### config.mk
export PLATFORM = sky130hd
export DESIGN_NAME = xop_core
export DESIGN_NICKNAME = d
export VERILOG_FILES = /design/src/logic/xop_pkg.sv /design/src/logic/xop_core.sv /design/src/logic/nibble_exchange_unit.sv
export SDC_FILE = /design/constraint.sdc
export NUM_CORES = 1
export LEC_CHECK = 0
export ABC_AREA = 0
export BUFFER_PORTS_ARGS = -buffer_cell sky130_fd_sc_hd__buf_2
export CAP_MARGIN = 25
export CORE_ASPECT_RATIO = 0.7
export CORE_UTILIZATION = 40
export DETAILED_ROUTE_END_ITERATION = 8
export GPL_ROUTABILITY_DRIVEN = 0
export PLACE_DENSITY_LB_ADDON = 0.12
export RECOVER_POWER = 100
export SLEW_MARGIN = 20
export SYNTH_ARGS = -nofsm -noshare
export SYNTH_HDL_FRONTEND = slang
export SYNTH_SLANG_ARGS = --single-unit
### constraint.sdc
create_clock -name CORE_CLK_I -period 2.65 [get_ports CORE_CLK_I]
set_input_delay 0.265 -clock CORE_CLK_I [delete_from_list [all_inputs] [get_ports CORE_CLK_I]]
set_output_delay 0.265 -clock CORE_CLK_I [all_outputs]
set_load 0.01 [all_outputs]
### src/logic/xop_pkg.sv
package xop_pkg;
  localparam int DATA_W = 8;
  localparam int FILE_AW = 7;
  localparam int ROM_AW = 11;
  localparam int ROM_DW = 14;
  localparam int PTR_LSB_W = 3;
  localparam int HIGH_W = 6;
  localparam int NIB_W = 4;
  localparam logic [7:0] ZERO_BYTE = 8'h00;
  localparam logic [7:0] ACC_RESET = 8'h00;
  localparam logic [7:0] MODE_RESET = 8'h00;
  localparam logic [7:0] PTR_RESET = 8'h00;
  localparam logic [7:0] HIGH_RESET = 8'h00;
  typedef enum logic [2:0] {
    OP_NONE,
    OP_NIBBLE_EXCHANGE,
    OP_XOR_WITH_FILE,
    OP_XOR_WITH_LITERAL,
    OP_TIMER0_MODE_LOAD,
    OP_TIMER0_MODE_READBACK,
    OP_ROM_LOOKUP
  } op_type;
endpackage

### src/logic/xop_core.sv
`timescale 1ns/1ps
`default_nettype none
module xop_core (
  // clock and reset
  input wire logic CORE_CLK_I,
  input wire logic RST_I,
  // instruction issue
  input wire logic OP_VALID_I,
  input wire xop_pkg::op_type OP_I,
  input wire logic [xop_pkg::FILE_AW-1:0] FILE_ADDR_I,
  input wire logic DEST_I,
  input wire logic [xop_pkg::DATA_W-1:0] LITERAL_I,
  input wire logic [xop_pkg::DATA_W-1:0] FILE_RDATA_I,
  input wire logic PTR_WE_I,
  input wire logic [xop_pkg::DATA_W-1:0] PTR_WDATA_I,
  input wire logic [xop_pkg::ROM_DW-1:0] ROM_DATA_I,
  // file write-back
  output logic FILE_WE_O,
  output logic [xop_pkg::FILE_AW-1:0] FILE_WADDR_O,
  output logic [xop_pkg::DATA_W-1:0] FILE_WDATA_O,
  // rom port and state
  output logic [xop_pkg::ROM_AW-1:0] ROM_ADDR_O,
  output logic BUSY_O,
  output logic [xop_pkg::DATA_W-1:0] ACC_O,
  output logic [xop_pkg::DATA_W-1:0] TIMER0_MODE_O,
  output logic [xop_pkg::DATA_W-1:0] LOOKUP_DATA_HIGH_O,
  output logic ZERO_FLAG_O,
  output logic ZERO_WE_O
);
  import xop_pkg::*;
  // architectural state
  logic [DATA_W-1:0] acc_q;
  logic [DATA_W-1:0] mode_q;
  logic [DATA_W-1:0] ptr_q;
  logic [DATA_W-1:0] high_q;
  logic zero_q;
  // datapath results
  logic [DATA_W-1:0] swap_res;
  logic [DATA_W-1:0] xor_src;
  logic [DATA_W-1:0] xor_res;
  // registered strobes and write-back
  logic zwe_q;
  logic busy_q;
  logic fwe_q;
  logic [FILE_AW-1:0] waddr_q;
  logic [DATA_W-1:0] wdata_q;
  logic [ROM_AW-1:0] rom_addr_q;
  // decode
  logic take;
  logic is_swap;
  logic is_xf;
  logic is_xl;
  logic wr_file;

  nibble_exchange_unit u_swap (
    .src_i(FILE_RDATA_I),
    .res_o(swap_res)
  );

  assign take = OP_VALID_I && !busy_q;
  assign is_swap = take && OP_I == OP_NIBBLE_EXCHANGE;
  assign is_xf = take && OP_I == OP_XOR_WITH_FILE;
  assign is_xl = take && OP_I == OP_XOR_WITH_LITERAL;
  assign xor_src = is_xl ? LITERAL_I : FILE_RDATA_I;
  assign xor_res = acc_q ^ xor_src;
  assign wr_file = (is_swap || is_xf) && DEST_I;

  // accumulator; lookup result lands on the second cycle
  always_ff @(posedge CORE_CLK_I) begin
    if (RST_I) begin
      acc_q <= ACC_RESET;
    end else if (busy_q) begin
      acc_q <= ROM_DATA_I[DATA_W-1:0];
    end else if (is_swap && !DEST_I) begin
      acc_q <= swap_res;
    end else if (is_xl || (is_xf && !DEST_I)) begin
      acc_q <= xor_res;
    end else if (take && OP_I == OP_TIMER0_MODE_READBACK) begin
      acc_q <= mode_q;
    end
  end

  always_ff @(posedge CORE_CLK_I) begin
    if (RST_I) begin
      mode_q <= MODE_RESET;
    end else if (take && OP_I == OP_TIMER0_MODE_LOAD) begin
      mode_q <= acc_q;
    end
  end

  always_ff @(posedge CORE_CLK_I) begin
    if (RST_I) begin
      ptr_q <= PTR_RESET;
    end else if (PTR_WE_I) begin
      ptr_q <= PTR_WDATA_I;
    end
  end

  // two-cycle lookup: issue latches address, second cycle returns data
  always_ff @(posedge CORE_CLK_I) begin
    if (RST_I) begin
      busy_q <= 1'b0;
      rom_addr_q <= '0;
    end else begin
      busy_q <= take && OP_I == OP_ROM_LOOKUP;
      if (take && OP_I == OP_ROM_LOOKUP) begin
        rom_addr_q <= {ptr_q[PTR_LSB_W-1:0], acc_q};
      end
    end
  end

  always_ff @(posedge CORE_CLK_I) begin
    if (RST_I) begin
      high_q <= HIGH_RESET;
    end else if (busy_q) begin
      high_q <= {2'h0, ROM_DATA_I[ROM_DW-1:DATA_W]};
    end
  end

  // only the xor ops touch the zero flag
  always_ff @(posedge CORE_CLK_I) begin
    if (RST_I) begin
      zero_q <= 1'b0;
      zwe_q <= 1'b0;
    end else begin
      zwe_q <= is_xf || is_xl;
      if (is_xf || is_xl) begin
        zero_q <= (xor_res == ZERO_BYTE);
      end
    end
  end

  always_ff @(posedge CORE_CLK_I) begin
    if (RST_I) begin
      fwe_q <= 1'b0;
      waddr_q <= '0;
      wdata_q <= ZERO_BYTE;
    end else begin
      fwe_q <= wr_file;
      if (wr_file) begin
        waddr_q <= FILE_ADDR_I;
        wdata_q <= is_swap ? swap_res : xor_res;
      end
    end
  end

  assign FILE_WE_O = fwe_q;
  assign FILE_WADDR_O = waddr_q;
  assign FILE_WDATA_O = wdata_q;
  assign ROM_ADDR_O = rom_addr_q;
  assign BUSY_O = busy_q;
  assign ACC_O = acc_q;
  assign TIMER0_MODE_O = mode_q;
  assign LOOKUP_DATA_HIGH_O = high_q;
  assign ZERO_FLAG_O = zero_q;
  assign ZERO_WE_O = zwe_q;

  AST_MODE_LOAD: assert property (@(posedge CORE_CLK_I) disable iff (RST_I)
    take && OP_I == OP_TIMER0_MODE_LOAD |=> mode_q == $past(acc_q) && !zwe_q)
    else $error("mode load wrong");
  AST_MODE_READ: assert property (@(posedge CORE_CLK_I) disable iff (RST_I)
    take && OP_I == OP_TIMER0_MODE_READBACK |=> acc_q == $past(mode_q) && !zwe_q)
    else $error("mode read wrong");
  AST_LOOKUP_ADDR: assert property (@(posedge CORE_CLK_I) disable iff (RST_I)
    take && OP_I == OP_ROM_LOOKUP |=> busy_q && ROM_ADDR_O == {$past(ptr_q[2:0]), $past(acc_q)})
    else $error("lookup address wrong");
  AST_LOOKUP_DATA: assert property (@(posedge CORE_CLK_I) disable iff (RST_I)
    busy_q |=> acc_q == $past(ROM_DATA_I[7:0]) && high_q == {2'h0, $past(ROM_DATA_I[13:8])} && !busy_q)
    else $error("lookup data wrong");
  AST_SWAP_FILE: assert property (@(posedge CORE_CLK_I) disable iff (RST_I)
    is_swap && DEST_I |=> FILE_WE_O && FILE_WDATA_O == {$past(FILE_RDATA_I[3:0]), $past(FILE_RDATA_I[7:4])})
    else $error("swap write-back wrong");
  AST_SWAP_ACC: assert property (@(posedge CORE_CLK_I) disable iff (RST_I)
    is_swap && !DEST_I |=> !FILE_WE_O && acc_q == {$past(FILE_RDATA_I[3:0]), $past(FILE_RDATA_I[7:4])})
    else $error("swap to accumulator wrong");
  AST_XOR_FILE: assert property (@(posedge CORE_CLK_I) disable iff (RST_I)
    is_xf && DEST_I |=> FILE_WDATA_O == ($past(acc_q) ^ $past(FILE_RDATA_I)) && acc_q == $past(acc_q))
    else $error("file xor wrong");
  AST_XOR_LIT: assert property (@(posedge CORE_CLK_I) disable iff (RST_I)
    is_xl |=> acc_q == ($past(acc_q) ^ $past(LITERAL_I)) && zwe_q)
    else $error("literal xor wrong");
  AST_ZERO: assert property (@(posedge CORE_CLK_I) disable iff (RST_I)
    zwe_q |-> zero_q == (($past(acc_q) ^ $past(xor_src)) == 8'h00))
    else $error("zero flag wrong");
  AST_XOR_ACC: assert property (@(posedge CORE_CLK_I) disable iff (RST_I)
    is_xf && !DEST_I |=> !FILE_WE_O && zwe_q && acc_q == ($past(acc_q) ^ $past(FILE_RDATA_I)))
    else $error("file xor to accumulator wrong");
  AST_SWAP_FLAGS: assert property (@(posedge CORE_CLK_I) disable iff (RST_I)
    is_swap |=> !zwe_q && zero_q == $past(zero_q))
    else $error("swap touched the zero flag");
  AST_MODE_FLAGS: assert property (@(posedge CORE_CLK_I) disable iff (RST_I)
    take && OP_I == OP_TIMER0_MODE_LOAD |=> zero_q == $past(zero_q) && acc_q == $past(acc_q))
    else $error("mode load disturbed state");
  AST_READ_FLAGS: assert property (@(posedge CORE_CLK_I) disable iff (RST_I)
    take && OP_I == OP_TIMER0_MODE_READBACK |=> zero_q == $past(zero_q) && mode_q == $past(mode_q))
    else $error("mode read disturbed state");
  AST_LOOKUP_FLAGS: assert property (@(posedge CORE_CLK_I) disable iff (RST_I)
    busy_q |=> !zwe_q && zero_q == $past(zero_q))
    else $error("lookup touched the zero flag");
  AST_BUSY_DROP: assert property (@(posedge CORE_CLK_I) disable iff (RST_I)
    busy_q |=> !FILE_WE_O && mode_q == $past(mode_q))
    else $error("op accepted while lookup busy");
  AST_LOOKUP_TWO: assert property (@(posedge CORE_CLK_I) disable iff (RST_I)
    take && OP_I == OP_ROM_LOOKUP |=> busy_q ##1 !busy_q)
    else $error("lookup not two cycles");
  AST_XOR_ZWE: assert property (@(posedge CORE_CLK_I) disable iff (RST_I)
    is_xf |=> zwe_q)
    else $error("file xor did not update zero flag");
  AST_FILE_ADDR: assert property (@(posedge CORE_CLK_I) disable iff (RST_I)
    wr_file |=> FILE_WE_O && FILE_WADDR_O == $past(FILE_ADDR_I))
    else $error("write-back address wrong");
  AST_HIGH_TOP: assert property (@(posedge CORE_CLK_I) disable iff (RST_I)
    high_q[DATA_W-1:HIGH_W] == '0)
    else $error("data high top bits set");

  // the main scenarios that the bench should reach
  COV_LOOKUP: cover property (@(posedge CORE_CLK_I) take && OP_I == OP_ROM_LOOKUP ##2 !busy_q);
  COV_XOR_ACC: cover property (@(posedge CORE_CLK_I) is_xf && !DEST_I);
  COV_SWAP_FILE: cover property (@(posedge CORE_CLK_I) is_swap && DEST_I);
  COV_XOR_ZERO: cover property (@(posedge CORE_CLK_I) zwe_q && zero_q);
  COV_MODE: cover property (@(posedge CORE_CLK_I) take && OP_I == OP_TIMER0_MODE_LOAD);
endmodule
`default_nettype wire

### src/logic/nibble_exchange_unit.sv
`timescale 1ns/1ps
`default_nettype none
module nibble_exchange_unit (
  input wire logic [7:0] src_i,
  output logic [7:0] res_o
);
  import xop_pkg::*;
  assign res_o = {src_i[NIB_W-1:0], src_i[DATA_W-1:NIB_W]};
endmodule
`default_nettype wire

==> results.sh, run 1 <==
export IMPL_status="finished clean"
export IMPL_clock_path_buffers=2
export IMPL_min_period_ps=2180
export IMPL_worstPathArrival_ps=2310
export IMPL_antenna_left=0
export IMPL_insertion_delay_ps=300
export IMPL_required_ps=2790
export IMPL_clk_pin_slew_ps=90
export IMPL_fin_tns_setup_ps=0
export IMPL_syn_to_final_growth_pct=20.3
export IMPL_drc=0
export IMPL_grt_max_degree=33
export IMPL_drt_total_wl_um=7360
export IMPL_synthTopCellsByArea="dfxtp_1 41%, mux2i_1 10%, nor2b_1 8.0%, a21oi_1 5.8%, nand2_1 5.8%"
export IMPL_cts_setup_buffers=0
export IMPL_grtUsageTotal_pct=21.3
export IMPL_netlist_instances=306
export IMPL_cts_resized=0
export IMPL_fin_nets=447
export IMPL_ir_worst_vdd_mv=0.221
export IMPL_hold_path_class="in2reg"
export IMPL_ys_ff_latch=55
export IMPL_slew_viol_final=0
export IMPL_finalCritPeriodShare_pct=82.2
export IMPL_viasPerCell=5.21
export IMPL_crit_path_start_kind="flop"
export IMPL_p_leak_nw=1.24
export IMPL_fmax_mhz=459
export IMPL_worstSetupEndpointType="flop"
export IMPL_hold_end="FILE_WADDR_O[5]"
export IMPL_setup_viol=0
export IMPL_diodes=0
export IMPL_hold_viol=0
export IMPL_dieArea_sq_um=7010
export IMPL_maxCapViolCount=0
export IMPL_die_width_um=99.7
export IMPL_yosysTopAreaCell="dfxtp_1"
export IMPL_synth_top_area_share_pct=41.2
export IMPL_wl_per_cell_um=15.1
export IMPL_fin_ws_ps=472
export IMPL_dr_pass1_iters=5
export IMPL_ys_types=36
export IMPL_preCtsSetupSlack_ps=669
export IMPL_whs_ps=198
export IMPL_path_max_fanout=17
export IMPL_r2r_setup_slack_ps=470
export IMPL_root_buffer="clkbuf_8"
export IMPL_cts_buffers=5
export IMPL_cts_sinks=55
export IMPL_htreeDepth=2
export IMPL_core_rowCount=24
export IMPL_holdPathStages=3
export IMPL_crit_type="reg2reg"
export IMPL_drive_above_1_share_pct=14.9
export IMPL_rr_worst_depth=4
export IMPL_syn_cell_area_sq_um=2670
export IMPL_r2r_start="BUSY_O"
export IMPL_port_buffers=99
export IMPL_synth_seq_area_share_pct=41.2
export IMPL_min_from="FILE_ADDR_I[5]"
export IMPL_tightest_slew_ps=1410
export IMPL_postCtsHoldBufs=0
export IMPL_grt_pass1_vias=2235
export IMPL_route_vias_total=2531
export IMPL_dieHeight_um=70.4
export IMPL_gr_total_overflow=0
export IMPL_yosys_warnings=0
export IMPL_core_sq_um=6340
export IMPL_slew_headroom_pct=6.33
export IMPL_rsz0062_at_grt="no"
export IMPL_syn_mean_instance_area_sq_um=8.73
export IMPL_rr_endpoint="ROM_ADDR_O[8]"
export IMPL_power_per_cell_area_nw_per_um2=477
export IMPL_antenna_found_initial=0
export IMPL_ios=107
export IMPL_grt_pass1_wl_um=11700
export IMPL_dr_first_iter_drc_count=186
export IMPL_skew_ps=6.68
export IMPL_cts_tree="done"
export IMPL_start_util_pct=42.1
export IMPL_dp_hpwl_um=5420
## per-stage QoR
step	total power [W]	std cells	utilization [%]	area, sq um
floorplan	0.000976	307	-	2670
detailed placement	0.00105	478	50.3	3190
CTS	0.00155	486	51.9	3290
global placement	0.00105	478	50.3	3190
global route	0.00159	486	50.7	3210
finish	0.00153	486	50.7	3210
## report_power, final
group	total (W)	switching [W]	leakage, nW	internal (W)
Sequential	0.000848	0.00000900	0.444	0.000839
Combinational	0.000184	0.000115	0.747	0.0000689
Clock	0.000501	0.000261	0.0515	0.000239
## layer usage
metal	track usage [%]	wire (um)
met5	0	0
met4	2.78	19
met3	4.00	611
met2	31.6	3110
met1	32.3	3620
## state kept, by name (all words and copies together), names as in the netlist
signal and flops:
FILE_WE_O 1, TIMER0_MODE_O 8, LOOKUP_DATA_HIGH_O 6, FILE_WADDR_O 7
ROM_ADDR_O 11, ACC_O 8, ptr_q 3, ZERO_WE_O 1
FILE_WDATA_O 8, BUSY_O 1, ZERO_FLAG_O 1
## cell usage in the layout, fill, tap and decap left out, types with 17 or more instances in the layout
cell,netlist,final
mux2i_1,28,28
dfxtp_1,55,55
a21oi_1,31,31
nor2b_1,34,34
o221ai_1,17,17
nand2_1,41,41
nor2_1,32,32
buf_2,2,46
clkbuf_1,10,55
## cells in the mapped netlist, drive strengths merged
| master | instances |
|---|---|
| buf | 10 |
| nor3 | 1 |
| o221ai | 17 |
| o22ai | 8 |
| nor2b | 34 |
| clkbuf | 11 |
| nor4 | 3 |
| nand4bb | 1 |
| nand2b | 2 |
| nor2 | 32 |
| xor2 | 1 |
| mux2i | 28 |
| a221o | 8 |
| nand3 | 1 |
| or3b | 1 |
| nor3b | 2 |
| and4bb | 1 |
| a21oi | 31 |
| and2 | 1 |
| clkinv | 1 |
| o21a | 1 |
| inv | 2 |
| conb | 1 |
| or4b | 1 |
| o211ai | 8 |
| a31o | 1 |
| nand2 | 41 |
| dfxtp | 55 |
| a32oi | 1 |
| and3 | 1 |
## kinds of logic after synthesis
kind of cell	share of synthesized area, %
AO/OA/AOI/OAI	19.7
XOR/XNOR	0.328
buffers and inverters	4.50
flip-flops	41.2
other	0.140
multiplexers	10.5
AND/OR/NAND/NOR	23.6
## final cells by class
| cell class | count | area [sq um] |
|---|---|---|
| multi-input cells | 228 | 1450 |
| fillers | 619 | 3120 |
| clock buffers | 8 | 100 |
| well taps | 91 | 114 |
| inverters | 3 | 11.3 |
| repair buffers | 101 | 438 |
| flip-flops and latches | 55 | 1100 |
## worst max-delay path by stage
| stage | to | startpoint | cells past startpoint | slack [ps] |
|---|---|---|---|---|
| 3_3_place_gp | ROM_ADDR_O[9] | BUSY_O | 4 | 700 |
| 5_1_grt | ACC_O[0] | BUSY_O | 5 | 310 |
| 3_5_place_dp | ROM_ADDR_O[8] | BUSY_O | 4 | 670 |
| 6_report | ROM_ADDR_O[8] | BUSY_O | 4 | 470 |
| 4_1_cts | ROM_ADDR_O[9] | BUSY_O | 4 | 650 |
| 2_1_floorplan | ZERO_FLAG_O | BUSY_O | 7 | 1020 |
## worst max-delay path, stage by stage, from the launching register on
cell,delay (ps)
dfxtp_1,360
clkbuf_2,350
or4b_1,980
mux2i_1,270
nor2_1,50
No activity file was read; power rests on OpenSTA's default activity.
==> run 2: changes to the inputs <==
--- a/config.mk
+++ b/config.mk
@@ -5,7 +5,7 @@
 export SDC_FILE = /design/constraint.sdc
 export NUM_CORES = 1
 export LEC_CHECK = 0
-export ABC_AREA = 0
+export ABC_AREA = 1
 export BUFFER_PORTS_ARGS = -buffer_cell sky130_fd_sc_hd__buf_2
 export CAP_MARGIN = 25
 export CORE_ASPECT_RATIO = 0.7
==> constraint.sdc (replaced) <==
create_clock -name CORE_CLK_I -period 2.1 [get_ports CORE_CLK_I]
set_input_delay 0.21 -clock CORE_CLK_I [delete_from_list [all_inputs] [get_ports CORE_CLK_I]]
set_output_delay 0.21 -clock CORE_CLK_I [all_outputs]
set_load 0.01 [all_outputs]
==> run 2 against run 1 <==
  * Synthesized cell count is 26% higher
  * Clock power is 24% higher
  * Final area shrank 0.16%
  * Critical path depth up 4
  * Maximum frequency increased by 24%
  * First-iteration DRC count is 17% higher
  * Cell count is 16% higher
  * Area after synthesis down 1.4%
  * Die area shrank 1.3%
  * Hold slack worse by 86 ps
  * Power grew 36%
  * Critical path type unchanged
  * Highest routed layer unchanged
==> results.sh, run 2 <==
export IMPL_path_max_fanout=23
export IMPL_drc=0
export IMPL_hold_viol=0
export IMPL_crit_chain="inv_1, nand2_1, nor2_1, nand2_1, a21oi_1, buf_4, o21ai_0, a21oi_1"
export IMPL_largest_reg_flops=11
export IMPL_maxCapViolCount=0
export IMPL_route_vias_total=2858
export IMPL_clk_pin_slew_ps=100
export IMPL_netlist_instances=386
export IMPL_yosysTopAreaCell="dfxtp_1"
export IMPL_crit_family="simple AND/OR/NAND/NOR gates"
export IMPL_final_cell_mix="67 x nand2_1, 67 x o21ai_0, 56 x clkbuf_1, 55 x dfxtp_1, 52 x nor2_1"
export IMPL_antenna_found_initial=0
export IMPL_syn_mean_instance_area_sq_um=6.82
export IMPL_worstPathArrival_ps=2010
export IMPL_slew_viol_final=0
export IMPL_cp_endpoint="FILE_WDATA_O[4]"
export IMPL_ys_top_cells_by_count="66 x nand2_1, 65 x o21ai_0, 55 x dfxtp_1"
export IMPL_power_per_cell_area_nw_per_um2=649
export IMPL_cts_resized=0
export IMPL_syn_to_final_growth_pct=21.8
export IMPL_async_flop_share_pct=0
export IMPL_fin_tns_setup_ps=0
export IMPL_dieArea_sq_um=6920
export IMPL_status="finished clean"
export IMPL_wl_per_cell_um=13.3
export IMPL_port_buffers=99
export IMPL_rr_worst_depth=8
export IMPL_cp_num_cells=8
export IMPL_diodes=0
export IMPL_dp_hpwl_um=5640
export IMPL_grt_pass1_vias=2444
export IMPL_worstSetupEndpointType="flop"
export IMPL_start_util_pct=41.8
export IMPL_crit_type="reg2reg"
export IMPL_core_sq_um=6310
export IMPL_synth_edff_count=0
export IMPL_htreeDepth=2
export IMPL_rsz0062_at_grt="no"
export IMPL_fin_nets=537
export IMPL_holdPathStages=3
export IMPL_gr_total_overflow=0
export IMPL_drive_above_1_share_pct=16.1
export IMPL_cts_setup_buffers=0
export IMPL_ys_types=20
export IMPL_root_buffer="clkbuf_8"
export IMPL_rr_endpoint="FILE_WDATA_O[4]"
export IMPL_slew_headroom_pct=34.7
export IMPL_crit_path_start_kind="flop"
export IMPL_syn_cell_area_sq_um=2630
export IMPL_antenna_left=0
export IMPL_core_rowCount=24
export IMPL_tightest_slew_ps=980
export IMPL_r2r_setup_slack_ps=340
export IMPL_r2r_start="BUSY_O"
export IMPL_required_ps=2350
export IMPL_cp_slowest_cell="dfxtp_1"
export IMPL_grt_pass1_wl_um=11600
export IMPL_finalPower_w=0.00208
export IMPL_finalCritPeriodShare_pct=83.8
export IMPL_dr_pass1_iters=5
export IMPL_insertion_delay_ps=310
export IMPL_critPathLaunch="BUSY_O"
export IMPL_min_period_ps=1760
export IMPL_synth_most_common_cell="nand2_1"
export IMPL_ios=107
export IMPL_dieHeight_um=69.9
export IMPL_hold_path_class="in2reg"
export IMPL_skew_ps=7.14
export IMPL_cts_buffers=5
export IMPL_grt_max_degree=28
export IMPL_drt_total_wl_um=7510
export IMPL_synthTopCellsByArea="dfxtp_1 42%, o21ai_0 12%, nand2_1 9.4%, nor2_1 7.1%, nand3_1 6.5%"
export IMPL_dr_first_iter_drc_count=217
export IMPL_synth_seq_area_share_pct=41.8
export IMPL_ys_ff_latch=55
export IMPL_final_core_util_pct=50.9
export IMPL_slowest_delay_ps=390
export IMPL_ir_worst_vdd_mv=0.312
export IMPL_setup_viol=0
export IMPL_viasPerCell=5.08
export IMPL_die_width_um=99.0
export IMPL_p_leak_nw=1.48
export IMPL_synth_top_area_share_pct=41.8
export IMPL_fmax_mhz=568
export IMPL_yosys_warnings=0
export IMPL_cts_tree="done"
export IMPL_cts_sinks=55
export IMPL_grtUsageTotal_pct=21.4
export IMPL_synth_ff_type="dfxtp_1"
export IMPL_clock_path_buffers=2
export IMPL_crit_buf_inv=2
export IMPL_postCtsHoldBufs=0
run 2: cell count changes in the layout (fill, tap and decap cells not counted), moves of 26 or more:
cell	change
inv_1	+29
mux2i_1	-28
nand2_1	+26
nand3_1	+33
nor2b_1	-34
o21ai_0	+67
run 2: how the worst min path moves through the flow:
stage                               from         endpoint  slack [ps]
after floorplan                    RST_I        ZERO_WE_O         280
after global placement             RST_I        ZERO_WE_O         430
after detailed placement           RST_I        ZERO_WE_O         440
after CTS                          RST_I        ZERO_WE_O         100
after global routing      FILE_ADDR_I[5]  FILE_WADDR_O[5]         110
final                     FILE_ADDR_I[5]  FILE_WADDR_O[5]         110
run 2: layout make-up:
class / instances / area, sq um
fillers: 676 / 3100
multi-input cells: 278 / 1290
flip-flops and latches: 55 / 1100
repair buffers: 108 / 487
inverters: 36 / 135
well taps: 78 / 97.6
clock buffers: 7 / 86.3
clock inverters: 1 / 8.76
run 2: cells by family after synthesis:
group	count (synthesis)	share of synthesized area, %
AOI/OAI and AO/OA	100	19.5
other	1	0.142
and+or+nand+nor	176	30.0
buffers and inverters	54	8.50
DFF	55	41.8
run 2: layer usage:
metal	share of wire, %	global-route usage, %	vias up
met5	0	0	-
met2	41	31.3	114
li1	-	-	1454
met3	8.1	6.11	8
met4	0.95	4.48	0
met1	50	31.2	1282
run 2: worst min-delay path, stage by stage:
cell	delay, ps
buf_2	70
nor2_1	30
nor2_1	80
run 2: through the flow:
stage	instances	hold WS [ps]	area (sq um)	setup slack, ps
after floorplan	387	279	2640	624
after global placement	555	429	3210	364
after detailed placement	555	436	3210	326
after CTS	563	97.4	3300	314
after global routing	563	114	3210	121
final	563	112	3210	341
run 2: power breakdown:
group	internal (W)	switching, W
clock network	0.000271	0.000350
logic	0.000121	0.000216
registers	0.00109	0.0000349
total	0.00148	0.000601
